$ cat config.mk
export PLATFORM = sky130hd
export DESIGN_NAME = peripheral_control_unit
export DESIGN_NICKNAME = d
export VERILOG_FILES = /design/src/verilog/periph_pkg.sv /design/src/verilog/edge_sync.sv /design/src/verilog/peripheral_control_unit.sv
export SDC_FILE = /design/constraint.sdc
export NUM_CORES = 1
export LEC_CHECK = 0
export BUFFER_PORTS_ARGS = -buffer_cell sky130_fd_sc_hd__buf_2
export CAP_MARGIN = 20
export CORE_AREA = 2 2 136 138
export CTS_CLUSTER_SIZE = 30
export DETAILED_ROUTE_END_ITERATION = 10
export DIE_AREA = 0 0 138 140
export PLACE_DENSITY = 0.65
export SLEW_MARGIN = 20
export SYNTH_ARGS = -nofsm -noshare
export SYNTH_HDL_FRONTEND = slang
export SYNTH_SLANG_ARGS = --single-unit
$ cat constraint.sdc
create_clock -name ref_clk_i -period 2.5 [get_ports ref_clk_i]
set_input_delay 0.5 -clock ref_clk_i [delete_from_list [all_inputs] [get_ports ref_clk_i]]
set_output_delay 0.5 -clock ref_clk_i [all_outputs]
set_load 0.05 [all_outputs]
$ cat src/verilog/periph_pkg.sv
// Purpose: constants for the peripheral control unit
// Assumes: 100 MHz ref_clk_i, byte-wide register port
// Notes:   offsets are byte addresses of the register port
// Contract
// - cadence timer counts 0..127 steps of 100 ms, cyclic when count field is 7
// - ring timer period 1..63 ms drives output pin, cyclic when bit set
// - every edge on either external interrupt pin sets its flag
// - unmasked set external flag raises the interrupt request
// - external flags sit in main status, masks in main mask (set bit blocks the request)
// - pin levels readable in multiframe receive status bits
// - bus-select bit chooses simple pins or 8-bit bus
// - simple mode exposes pins through address and data registers
// - pin driven from stored bit only while its enable is set
// - simple mode reads return actual pin level
// - simple mode offers at most eleven pins
// - bus mode multiplexes address and data on one 8-bit bus
// - latch strobe during address, active-low read and write strobes
// - bus mode addresses up to 256 byte locations
// - cadence timer starts on command, stops on timer write or on expiry unless cyclic
package periph_pkg;
  localparam logic [7:0] OFS_CAD_TIMER  = 8'h10;
  localparam logic [7:0] OFS_MAIN_STAT  = 8'h14;
  localparam logic [7:0] OFS_MAIN_MASK  = 8'h18;
  localparam logic [7:0] OFS_DEXT_STAT  = 8'h1C;
  localparam logic [7:0] OFS_DEXT_MASK  = 8'h20;
  localparam logic [7:0] OFS_RING_TIMER = 8'h4C;
  localparam logic [7:0] OFS_MF_STATUS  = 8'h60;
  localparam logic [7:0] OFS_PERIPH_CTL = 8'h68;
  localparam logic [7:0] OFS_EXT_ADDR   = 8'hF4;
  localparam logic [7:0] OFS_EXT_DATA   = 8'hF8;
  localparam logic [7:0] OFS_CMD        = 8'h08;
  // field positions
  localparam int BIT_START_CAD   = 4;
  localparam int BIT_XFLAG0      = 3;
  localparam int BIT_XFLAG1      = 4;
  localparam int BIT_DEXI        = 2;
  localparam int BIT_CAD_EXP     = 1;
  localparam int BIT_RING_IRQ    = 4;
  localparam int BIT_LVL0        = 6;
  localparam int BIT_LVL1        = 7;
  localparam int BIT_BUS_SEL     = 1;
  localparam int BIT_RING_CYC    = 7;
  localparam int BIT_RING_IDLE   = 6;
  localparam int BIT_CAD_MODE    = 7;
  localparam logic [6:0] CAD_CYCLIC_CNT = 7'h07;
  localparam logic [7:0] RESET_BYTE     = 8'h00;
  localparam logic [7:0] DEXT_MASK_RST  = 8'hFF;
  localparam logic [7:0] MAIN_MASK_RST  = 8'hFF;
  // timing
  localparam int CLK_MHZ        = 100;
  localparam int CAD_STEP_MS    = 100;
  localparam int RING_STEP_MS   = 1;
  localparam int MS_CYCLES      = CLK_MHZ * 1000;
  localparam int CAD_STEP_CYC   = CAD_STEP_MS * MS_CYCLES;
  localparam int RING_STEP_CYC  = RING_STEP_MS * MS_CYCLES;
  localparam int NUM_PINS       = 11;
  localparam int BUS_PHASE_CYC  = 4;
endpackage : periph_pkg

$ cat src/verilog/edge_sync.sv
// Purpose: two-flop synchroniser with edge detect
// Assumes: async input pin
// Notes:   first flop read only by second
module edge_sync (
  input  wire logic ref_clk_i,
  input  wire logic srst_i,
  input  wire logic pin_i,
  output logic      level_o,
  output logic      edge_o
);
  logic meta_q;
  logic sync_q;
  logic prev_q;

  always_ff @(posedge ref_clk_i) begin
    if (srst_i) begin
      meta_q <= 1'b0;
      sync_q <= 1'b0;
      prev_q <= 1'b0;
    end else begin
      meta_q <= pin_i;
      sync_q <= meta_q;
      prev_q <= sync_q;
    end
  end

  assign level_o = sync_q;
  assign edge_o  = sync_q ^ prev_q;
endmodule : edge_sync

$ cat src/verilog/peripheral_control_unit.sv
// Purpose: timers, external interrupt inputs and peripheral port
// Assumes: byte register port, one access per strobe
// Notes:   data reads in bus mode return the last sampled byte
module peripheral_control_unit #(
  parameter int CAD_STEP_CYC  = periph_pkg::CAD_STEP_CYC,
  parameter int RING_STEP_CYC = periph_pkg::RING_STEP_CYC
) (
  input  wire logic        ref_clk_i,
  input  wire logic        srst_i,
  input  wire logic [7:0]  reg_addr_i,
  input  wire logic [7:0]  reg_wdata_i,
  input  wire logic        reg_wr_i,
  input  wire logic        reg_rd_i,
  output logic      [7:0]  reg_rdata_o,
  output logic             reg_busy_o,
  output logic             irq_o,
  input  wire logic        ext_irq_pin0_i,
  input  wire logic        ext_irq_pin1_i,
  output logic             ring_timer_out_pin_o,
  input  wire logic [10:0] port_pin_i,
  output logic      [10:0] port_pin_o,
  output logic      [10:0] port_pin_oe_o,
  output logic             ext_latch_strobe_o,
  output logic             ext_read_strobe_n_o,
  output logic             ext_write_strobe_n_o
);
  // ----------------------------------------
  // decode
  // ----------------------------------------
  typedef enum logic [2:0] {BUS_IDLE, BUS_ADDR, BUS_GAP, BUS_DATA, BUS_DONE} bus_state_t;
  bus_state_t state_q;
  logic [7:0] cad_ctl_q, ring_ctl_q, main_stat_q, main_mask_q, dext_stat_q, dext_mask_q;
  logic [7:0] peripheral_ctrl_q, ext_address_reg_q, ext_data_port_q, rd_byte_q;
  logic       bus_wr_q;
  logic [1:0] ph_cnt_q;
  logic [7:0] cad_cnt_q;
  logic       cad_run_q;
  logic [31:0] cad_div_q, ring_div_q;
  logic [5:0] ring_cnt_q;
  logic       ring_run_q, ring_out_q;
  logic       lvl0, lvl1, edg0, edg1;

  wire bus_mode  = peripheral_ctrl_q[periph_pkg::BIT_BUS_SEL];
  wire hit_cad   = reg_addr_i == periph_pkg::OFS_CAD_TIMER;
  wire hit_mstat = reg_addr_i == periph_pkg::OFS_MAIN_STAT;
  wire hit_mmask = reg_addr_i == periph_pkg::OFS_MAIN_MASK;
  wire hit_dstat = reg_addr_i == periph_pkg::OFS_DEXT_STAT;
  wire hit_dmask = reg_addr_i == periph_pkg::OFS_DEXT_MASK;
  wire hit_ring  = reg_addr_i == periph_pkg::OFS_RING_TIMER;
  wire hit_mf    = reg_addr_i == periph_pkg::OFS_MF_STATUS;
  wire hit_peripheral_ctrl  = reg_addr_i == periph_pkg::OFS_PERIPH_CTL;
  wire hit_ext_address_reg = reg_addr_i == periph_pkg::OFS_EXT_ADDR;
  wire hit_ext_data_port = reg_addr_i == periph_pkg::OFS_EXT_DATA;
  wire hit_cmd   = reg_addr_i == periph_pkg::OFS_CMD;
  wire bus_idle  = state_q == BUS_IDLE;
  wire acc_ok    = !reg_busy_o;
  wire wr_en     = reg_wr_i && acc_ok;
  wire rd_en     = reg_rd_i && acc_ok;
  wire bus_start = bus_mode && hit_ext_data_port && (wr_en || rd_en);

  // ----------------------------------------
  // external interrupt inputs
  // ----------------------------------------
  edge_sync u_sync0 (
    .ref_clk_i (ref_clk_i),
    .srst_i    (srst_i),
    .pin_i     (ext_irq_pin0_i),
    .level_o   (lvl0),
    .edge_o    (edg0)
  );
  edge_sync u_sync1 (
    .ref_clk_i (ref_clk_i),
    .srst_i    (srst_i),
    .pin_i     (ext_irq_pin1_i),
    .level_o   (lvl1),
    .edge_o    (edg1)
  );

  // ----------------------------------------
  // timers
  // ----------------------------------------
  wire cad_tick   = cad_run_q && (cad_div_q == 32'(CAD_STEP_CYC - 1));
  wire cad_cyclic = cad_ctl_q[6:0] == periph_pkg::CAD_CYCLIC_CNT;
  wire cad_expire = cad_tick && (cad_cnt_q <= 8'd1);
  wire ring_tick  = ring_run_q && (ring_div_q == 32'(RING_STEP_CYC - 1));
  wire ring_exp   = ring_tick && (ring_cnt_q <= 6'd1);
  wire ring_cyc   = ring_ctl_q[periph_pkg::BIT_RING_CYC];
  wire cad_start  = wr_en && hit_cmd && reg_wdata_i[periph_pkg::BIT_START_CAD];

  always_ff @(posedge ref_clk_i) begin
    if (srst_i) begin
      cad_run_q <= 1'b0;
      cad_cnt_q <= 8'h00;
      cad_div_q <= 32'h0;
    end else if (wr_en && hit_cad) begin
      cad_run_q <= 1'b0;
      cad_div_q <= 32'h0;
    end else if (cad_start) begin
      cad_run_q <= 1'b1;
      cad_cnt_q <= {1'b0, cad_ctl_q[6:0]};
      cad_div_q <= 32'h0;
    end else if (cad_run_q) begin
      cad_div_q <= cad_tick ? 32'h0 : cad_div_q + 32'h1;
      if (cad_expire) begin
        cad_run_q <= cad_cyclic;
        cad_cnt_q <= {1'b0, cad_ctl_q[6:0]};
      end else if (cad_tick) begin
        cad_cnt_q <= cad_cnt_q - 8'h01;
      end
    end
  end

  always_ff @(posedge ref_clk_i) begin
    if (srst_i) begin
      ring_run_q <= 1'b0;
      ring_cnt_q <= 6'h00;
      ring_div_q <= 32'h0;
      ring_out_q <= 1'b0;
    end else if (wr_en && hit_ring) begin
      ring_run_q <= reg_wdata_i[5:0] != 6'h00;
      ring_cnt_q <= reg_wdata_i[5:0];
      ring_div_q <= 32'h0;
      ring_out_q <= reg_wdata_i[periph_pkg::BIT_RING_IDLE];
    end else if (ring_run_q) begin
      ring_div_q <= ring_tick ? 32'h0 : ring_div_q + 32'h1;
      if (ring_exp) begin
        ring_run_q <= ring_cyc;
        ring_cnt_q <= ring_ctl_q[5:0];
        ring_out_q <= ~ring_out_q;
      end else if (ring_tick) begin
        ring_cnt_q <= ring_cnt_q - 6'h01;
      end
    end
  end
  assign ring_timer_out_pin_o = ring_out_q;

  // ----------------------------------------
  // registers
  // ----------------------------------------
  wire [7:0] mstat_set = {3'b000, edg1, edg0, 3'b000} |
                         ({5'h00, |(dext_stat_q & ~dext_mask_q), 2'b00});
  wire [7:0] dstat_set = {3'b000, ring_exp, 2'b00, cad_expire, 1'b0};
  wire       clr_mstat = rd_en && hit_mstat;
  wire       clr_dstat = rd_en && hit_dstat;

  always_ff @(posedge ref_clk_i) begin
    if (srst_i) begin
      cad_ctl_q   <= periph_pkg::RESET_BYTE;
      ring_ctl_q  <= periph_pkg::RESET_BYTE;
      main_mask_q <= periph_pkg::MAIN_MASK_RST;
      dext_mask_q <= periph_pkg::DEXT_MASK_RST;
      peripheral_ctrl_q      <= periph_pkg::RESET_BYTE;
      ext_address_reg_q     <= periph_pkg::RESET_BYTE;
      ext_data_port_q     <= periph_pkg::RESET_BYTE;
    end else if (wr_en) begin
      if (hit_cad)   cad_ctl_q   <= reg_wdata_i;
      if (hit_ring)  ring_ctl_q  <= reg_wdata_i;
      if (hit_mmask) main_mask_q <= reg_wdata_i;
      if (hit_dmask) dext_mask_q <= reg_wdata_i;
      if (hit_peripheral_ctrl)  peripheral_ctrl_q      <= reg_wdata_i;
      if (hit_ext_address_reg) ext_address_reg_q     <= reg_wdata_i;
      if (hit_ext_data_port) ext_data_port_q     <= reg_wdata_i;
    end
  end

  always_ff @(posedge ref_clk_i) begin
    if (srst_i) begin
      main_stat_q <= periph_pkg::RESET_BYTE;
      dext_stat_q <= periph_pkg::RESET_BYTE;
    end else begin
      main_stat_q <= (clr_mstat ? 8'h00 : main_stat_q) | mstat_set;
      dext_stat_q <= (clr_dstat ? 8'h00 : dext_stat_q) | dstat_set;
    end
  end

  assign irq_o = |(main_stat_q & ~main_mask_q);

  // ----------------------------------------
  // peripheral port
  // ----------------------------------------
  // drive only when enabled
  wire [10:0] simple_oe = {peripheral_ctrl_q[4:2], peripheral_ctrl_q[7:5], peripheral_ctrl_q[7:5], peripheral_ctrl_q[7:6]};
  wire [10:0] simple_do = {ext_data_port_q[2:0], ext_address_reg_q};
  wire        bus_drive = (state_q == BUS_ADDR) || (state_q == BUS_GAP) || ((state_q == BUS_DATA) && bus_wr_q);
  wire [7:0]  bus_byte  = (state_q == BUS_DATA) ? ext_data_port_q : ext_address_reg_q;
  assign port_pin_o    = bus_mode ? {3'b000, bus_byte} : simple_do;
  assign port_pin_oe_o = bus_mode ? {3'b000, {8{bus_drive}}} : simple_oe;
  assign ext_latch_strobe_o   = state_q == BUS_ADDR;
  assign ext_read_strobe_n_o  = !((state_q == BUS_DATA) && !bus_wr_q);
  assign ext_write_strobe_n_o = !((state_q == BUS_DATA) && bus_wr_q);
  assign reg_busy_o           = !bus_idle;

  always_ff @(posedge ref_clk_i) begin
    if (srst_i) begin
      state_q   <= BUS_IDLE;
      bus_wr_q  <= 1'b0;
      ph_cnt_q  <= 2'd0;
      rd_byte_q <= 8'h00;
    end else begin
      case (state_q)
        BUS_IDLE: begin
          if (bus_start) begin
            state_q  <= BUS_ADDR;
            bus_wr_q <= wr_en;
            ph_cnt_q <= 2'd0;
          end
        end
        BUS_ADDR: state_q <= BUS_GAP;
        BUS_GAP:  state_q <= BUS_DATA;
        BUS_DATA: begin
          ph_cnt_q <= ph_cnt_q + 2'd1;
          if (ph_cnt_q == 2'(periph_pkg::BUS_PHASE_CYC - 1)) begin
            if (!bus_wr_q) rd_byte_q <= port_pin_i[7:0];
            state_q <= BUS_DONE;
          end
        end
        BUS_DONE: state_q <= BUS_IDLE;
        default:  state_q <= BUS_IDLE;
      endcase
    end
  end

  // ----------------------------------------
  // read mux
  // ----------------------------------------
  // level bits
  wire [7:0] mf_byte = {lvl1, lvl0, 6'h00};
  wire [7:0] ext_address_reg_rd = bus_mode ? ext_address_reg_q : port_pin_i[7:0];
  wire [7:0] ext_data_port_rd = bus_mode ? rd_byte_q : {5'h00, port_pin_i[10:8]};
  wire [7:0] rd_mux =
    hit_cad   ? cad_ctl_q   :
    hit_mstat ? main_stat_q :
    hit_mmask ? main_mask_q :
    hit_dstat ? dext_stat_q :
    hit_dmask ? dext_mask_q :
    hit_ring  ? ring_ctl_q  :
    hit_mf    ? mf_byte     :
    hit_peripheral_ctrl  ? peripheral_ctrl_q      :
    hit_ext_address_reg ? ext_address_reg_rd    :
    hit_ext_data_port ? ext_data_port_rd    : 8'h00;

  always_ff @(posedge ref_clk_i) begin
    if (srst_i) reg_rdata_o <= 8'h00;
    else if (rd_en) reg_rdata_o <= rd_mux;
  end

  // ----------------------------------------
  // checks
  // ----------------------------------------
  AST_EDGE_FLAG: assert property (@(posedge ref_clk_i) disable iff (srst_i)
    edg0 |=> main_stat_q[periph_pkg::BIT_XFLAG0]) else $error("edge flag missing");
  AST_IRQ_OUT: assert property (@(posedge ref_clk_i) disable iff (srst_i)
    (main_stat_q[periph_pkg::BIT_XFLAG1] && !main_mask_q[periph_pkg::BIT_XFLAG1]) |-> irq_o)
    else $error("irq not raised");
  AST_LEVEL_READ: assert property (@(posedge ref_clk_i) disable iff (srst_i)
    (rd_en && hit_mf) |=> reg_rdata_o[periph_pkg::BIT_LVL0] == $past(lvl0)) else $error("level bit wrong");
  AST_PIN_OE: assert property (@(posedge ref_clk_i) disable iff (srst_i)
    !bus_mode |-> port_pin_oe_o == simple_oe) else $error("pin enable wrong");
  AST_LATCH_SEQ: assert property (@(posedge ref_clk_i) disable iff (srst_i)
    $rose(ext_latch_strobe_o) |=> !ext_latch_strobe_o ##1 (!ext_read_strobe_n_o || !ext_write_strobe_n_o))
    else $error("strobe order wrong");
  AST_FULL_SEQ: assert property (@(posedge ref_clk_i) disable iff (srst_i)
    bus_start |=> ext_latch_strobe_o ##[1:8] bus_idle) else $error("bus cycle incomplete");
  AST_CAD_STOP: assert property (@(posedge ref_clk_i) disable iff (srst_i)
    (wr_en && hit_cad) |=> !cad_run_q) else $error("cadence not stopped");
  AST_RING_TOGGLE: assert property (@(posedge ref_clk_i) disable iff (srst_i)
    (ring_exp && !(wr_en && hit_ring)) |=> ring_out_q != $past(ring_out_q)) else $error("ring pin stuck");
  AST_CAD_IRQ: assert property (@(posedge ref_clk_i) disable iff (srst_i)
    cad_expire |=> dext_stat_q[periph_pkg::BIT_CAD_EXP]) else $error("cadence flag missing");
  AST_ADDR_PHASE: assert property (@(posedge ref_clk_i) disable iff (srst_i)
    ext_latch_strobe_o |-> (port_pin_oe_o[7:0] == 8'hFF) && (port_pin_o[7:0] == ext_address_reg_q))
    else $error("address not on bus");
  AST_WR_PHASE: assert property (@(posedge ref_clk_i) disable iff (srst_i)
    !ext_write_strobe_n_o |-> (port_pin_oe_o[7:0] == 8'hFF) && (port_pin_o[7:0] == ext_data_port_q))
    else $error("write data not on bus");
  AST_RD_RELEASE: assert property (@(posedge ref_clk_i) disable iff (srst_i)
    !ext_read_strobe_n_o |-> port_pin_oe_o == 11'h000) else $error("bus driven during read");
  AST_STROBE_EXCL: assert property (@(posedge ref_clk_i) disable iff (srst_i)
    !(!ext_read_strobe_n_o && !ext_write_strobe_n_o)) else $error("both strobes active");
  AST_WR_LEN: assert property (@(posedge ref_clk_i) disable iff (srst_i)
    $fell(ext_write_strobe_n_o) |-> (!ext_write_strobe_n_o)[*4] ##1 ext_write_strobe_n_o)
    else $error("write strobe length wrong");
  AST_RD_LEN: assert property (@(posedge ref_clk_i) disable iff (srst_i)
    $fell(ext_read_strobe_n_o) |-> (!ext_read_strobe_n_o)[*4] ##1 ext_read_strobe_n_o)
    else $error("read strobe length wrong");
  AST_FLAG_CLEAR: assert property (@(posedge ref_clk_i) disable iff (srst_i)
    (clr_mstat && (mstat_set == 8'h00)) |=> main_stat_q == 8'h00) else $error("status not cleared");
  AST_SYNC_DELAY: assert property (@(posedge ref_clk_i) disable iff (srst_i)
    !$past(srst_i, 2) |-> lvl0 == $past(ext_irq_pin0_i, 2)) else $error("sync delay wrong");
  AST_BUSY_REFUSE: assert property (@(posedge ref_clk_i) disable iff (srst_i)
    (reg_busy_o && reg_wr_i && hit_ext_address_reg) |=> ext_address_reg_q == $past(ext_address_reg_q)) else $error("write taken while busy");
endmodule : peripheral_control_unit

==> metrics.txt <==
status completed; library cells used by synthesis 67; drt wl/cell 16.5 µm; maxcap violations 0; post-placement cell count 1313; combinational share of power 5.3%; asr flop ratio synth 0%; Max Buffers Root-to-Sink 2; cell leakage power 3.83 nW; Clock Latency Late Sink 0.43 ns; crit-path max FO 8; Fill cells 1722; R2R Setup Slk 0.28 ns; Global Route Usage Sum 23.3%; Antenna Nets Post-Route 0; CP Class reg -> out; CTS tree yes; first-pass GRT wire length 36800 µm; Regs by FF count cad_div_q x32, ring_div_q x32; initial core utilization 47.2%; Iter 0 DRT Violations 536; Post-Route Utilization 54.7%; synthesized area 8400 µm²; Final Net Count 1143; # rows 49; Final Skew 0.0121 ns; internal power 4.19 mW; Core Area 17800 µm²; post-synth top area cell dfxtp_1; Pwr per Cell Area 571 nW/µm²; layout cells sized above 1 16.3%; detailed-placement wirelength estimate 15800 µm; largest net degree at the start of global routing 63; R2R Path End cad_cnt_q[4]$_SDFFE_PP0P_; commonest non-fill, non-tap cell in the layout dfxtp_1; Die ar. 19300 µm²; placer congestion estimate 0.975; Via Count 7492; cells after synthesis 1029; Tmin final 2.42 ns; clock share of power 45.5%; switching share of power 24.4%; fmax 0.414 GHz; Post-Syn Area per Cell 8.16 µm²; power share of the sequential group 49.2%; Clk pin slew, worst setup/hold paths 0.07 ns; worst hold stages 2; Tcrit/Tclk final 96.7%; worst hold path startpoint ext_irq_pin0_i; drt pass-1 iters 7; Mapped Nets 1069; Worst VDD drop 0.501 mV; vias in the first global route 7192; Non-Filler Instances 1344; initial antenna violation count 0; WL final 22200 µm; Slew HR 49.1%; worst-margin pin slew 0.757 ns; n_diodes 0; clock sink count 170; cts hold-fix bufs 0; IO Count 69; Final setup viols 0; reg2reg start state_q[1]$_SDFFE_PP0P_; multi-input logic area 4620 µm²; Synth area leaders dfxtp_1, nor2_1, nand2_1, mux2i_1, xor2_1; DRC errors left 0; Hold Crit Class in -> reg; CP Capture Type primary output; commonest cells after routing, fill and taps aside dfxtp_1, nor2_1, nand2_1, buf_2, a21oi_1; hold endpoint u_sync0.meta_q$_SDFF_PP0_; Die Y 140 µm; die width 138 µm; htree depth 4; grt total ovfl 0; clock root buffer master clkbuf_16; top cell type's share of synthesized area 40.5%; reg2reg path depth 8; PortBufs 68; WP data arrival 1.92 ns; Slew Limit Fails 0; sequential fraction of the synthesis area 40.5%; Num CTS Buffers 17; Post-synth EDFFs 0; register area 3400 µm²; Final Hold Fails 0; Synth Warn # 0; Sw Pwr 1.36 mW; Synth Flop Type dfxtp_1; CP Launch Type register; Req. time, crit path 2.00 ns; number of synthesized register bits 170; vias per inst 5.57; area grow syn2layout 15.8%
## worst max path at each step
stage / start / end / slack [ns]
2_1_floorplan: peripheral_ctrl_q[1]$_SDFFE_PP0P_ / port_pin_oe_o[4] / -0.23
4_1_cts: state_q[1]$_SDFFE_PP0P_ / port_pin_o[0] / 0.05
3_5_place_dp: reg_addr_i[1] / cad_cnt_q[1]$_SDFFE_PP0P_ / 0.0005
5_1_grt: state_q[1]$_SDFFE_PP0P_ / port_pin_o[7] / -0.005
6_report: state_q[1]$_SDFFE_PP0P_ / port_pin_o[4] / 0.08
3_3_place_gp: reg_addr_i[1] / cad_cnt_q[1]$_SDFFE_PP0P_ / 0.03
## power by group through the flow
stage	logic, mW	registers [mW]	clock network (mW)
2_1_floorplan	0.149	2.81	0
3_3_place_gp	0.289	2.79	0
3_5_place_dp	0.288	2.79	0
4_1_cts	0.289	2.73	2.58
5_1_grt	0.312	2.73	2.68
6_report	0.292	2.73	2.52
## kinds of logic after synthesis
kind of cell	share of synthesized area (%)
xor gates and xnor gates	6.88
AOI/OAI and AO/OA	12.7
buffers and inverters	4.66
muxes	6.97
and+or+nand+nor	27.2
adders and majority gates	1.04
DFF	40.5
## through the flow
step / setup TNS (ns) / total power, mW / cell area, µm² / setup slack (ns) / hold WS, ns
global placement: 0 / 3.08 / 9160 / 0.0256 / 0.423
finish: 0 / 5.55 / 9720 / 0.0819 / 0.289
CTS: 0 / 5.60 / 9720 / 0.0480 / 0.273
floorplan: -1.11 / 2.96 / 8400 / -0.228 / 0.414
global route: -0.0158 / 5.73 / 9720 / -0.00488 / 0.276
detailed placement: 0 / 3.08 / 9160 / 0.000459 / 0.428
## critical path: stages (launching register included)
cell	delay [ns]
dfxtp_1	0.34
buf_4	0.15
nand2_1	0.13
nor2_4	0.18
nand2_2	0.17
mux2_2	0.31
buf_2	0.21
## final cells by class
cell class	instances	area share, %
Clock buffer	19	4.45
Clock inverter	12	1.20
Inverter	26	1.00
Multi-Input combinational cell	765	47.5
Sequential cell	170	35.0
Tap cell	229	2.95
Timing Repair Buffer	123	7.88
## timing repair
| item | CTS | global route |
|---|---|---|
| setup endpoints to repair | 8 | 8 |
| buffers inserted | 0 | 0 |
| cloned | 0 | 0 |
| gates resized for setup | 2 | 1 |
## metal layers
metal / global-route usage, % / up-vias / part of all wire [%]
li1: - / 3740 / -
met1: 30.7 / 3488 / 45
met2: 37.1 / 206 / 46
met3: 4.34 / 58 / 5.2
met4: 11.0 / 0 / 3.9
met5: 0 / - / 0
## cell usage after synthesis, types with 17 or more instances
cell type / count
a21oi_1: 64
and3_1: 17
clkbuf_1: 45
nand3_1: 49
nand4_1: 29
nor2_1: 136
mux2i_1: 45
xnor2_1: 22
nand2_1: 129
inv_1: 25
dfxtp_1: 170
nor3_1: 22
nor2b_1: 17
o21ai_0: 35
xor2_1: 44
Note: power is estimated with default switching activity, not from simulation.
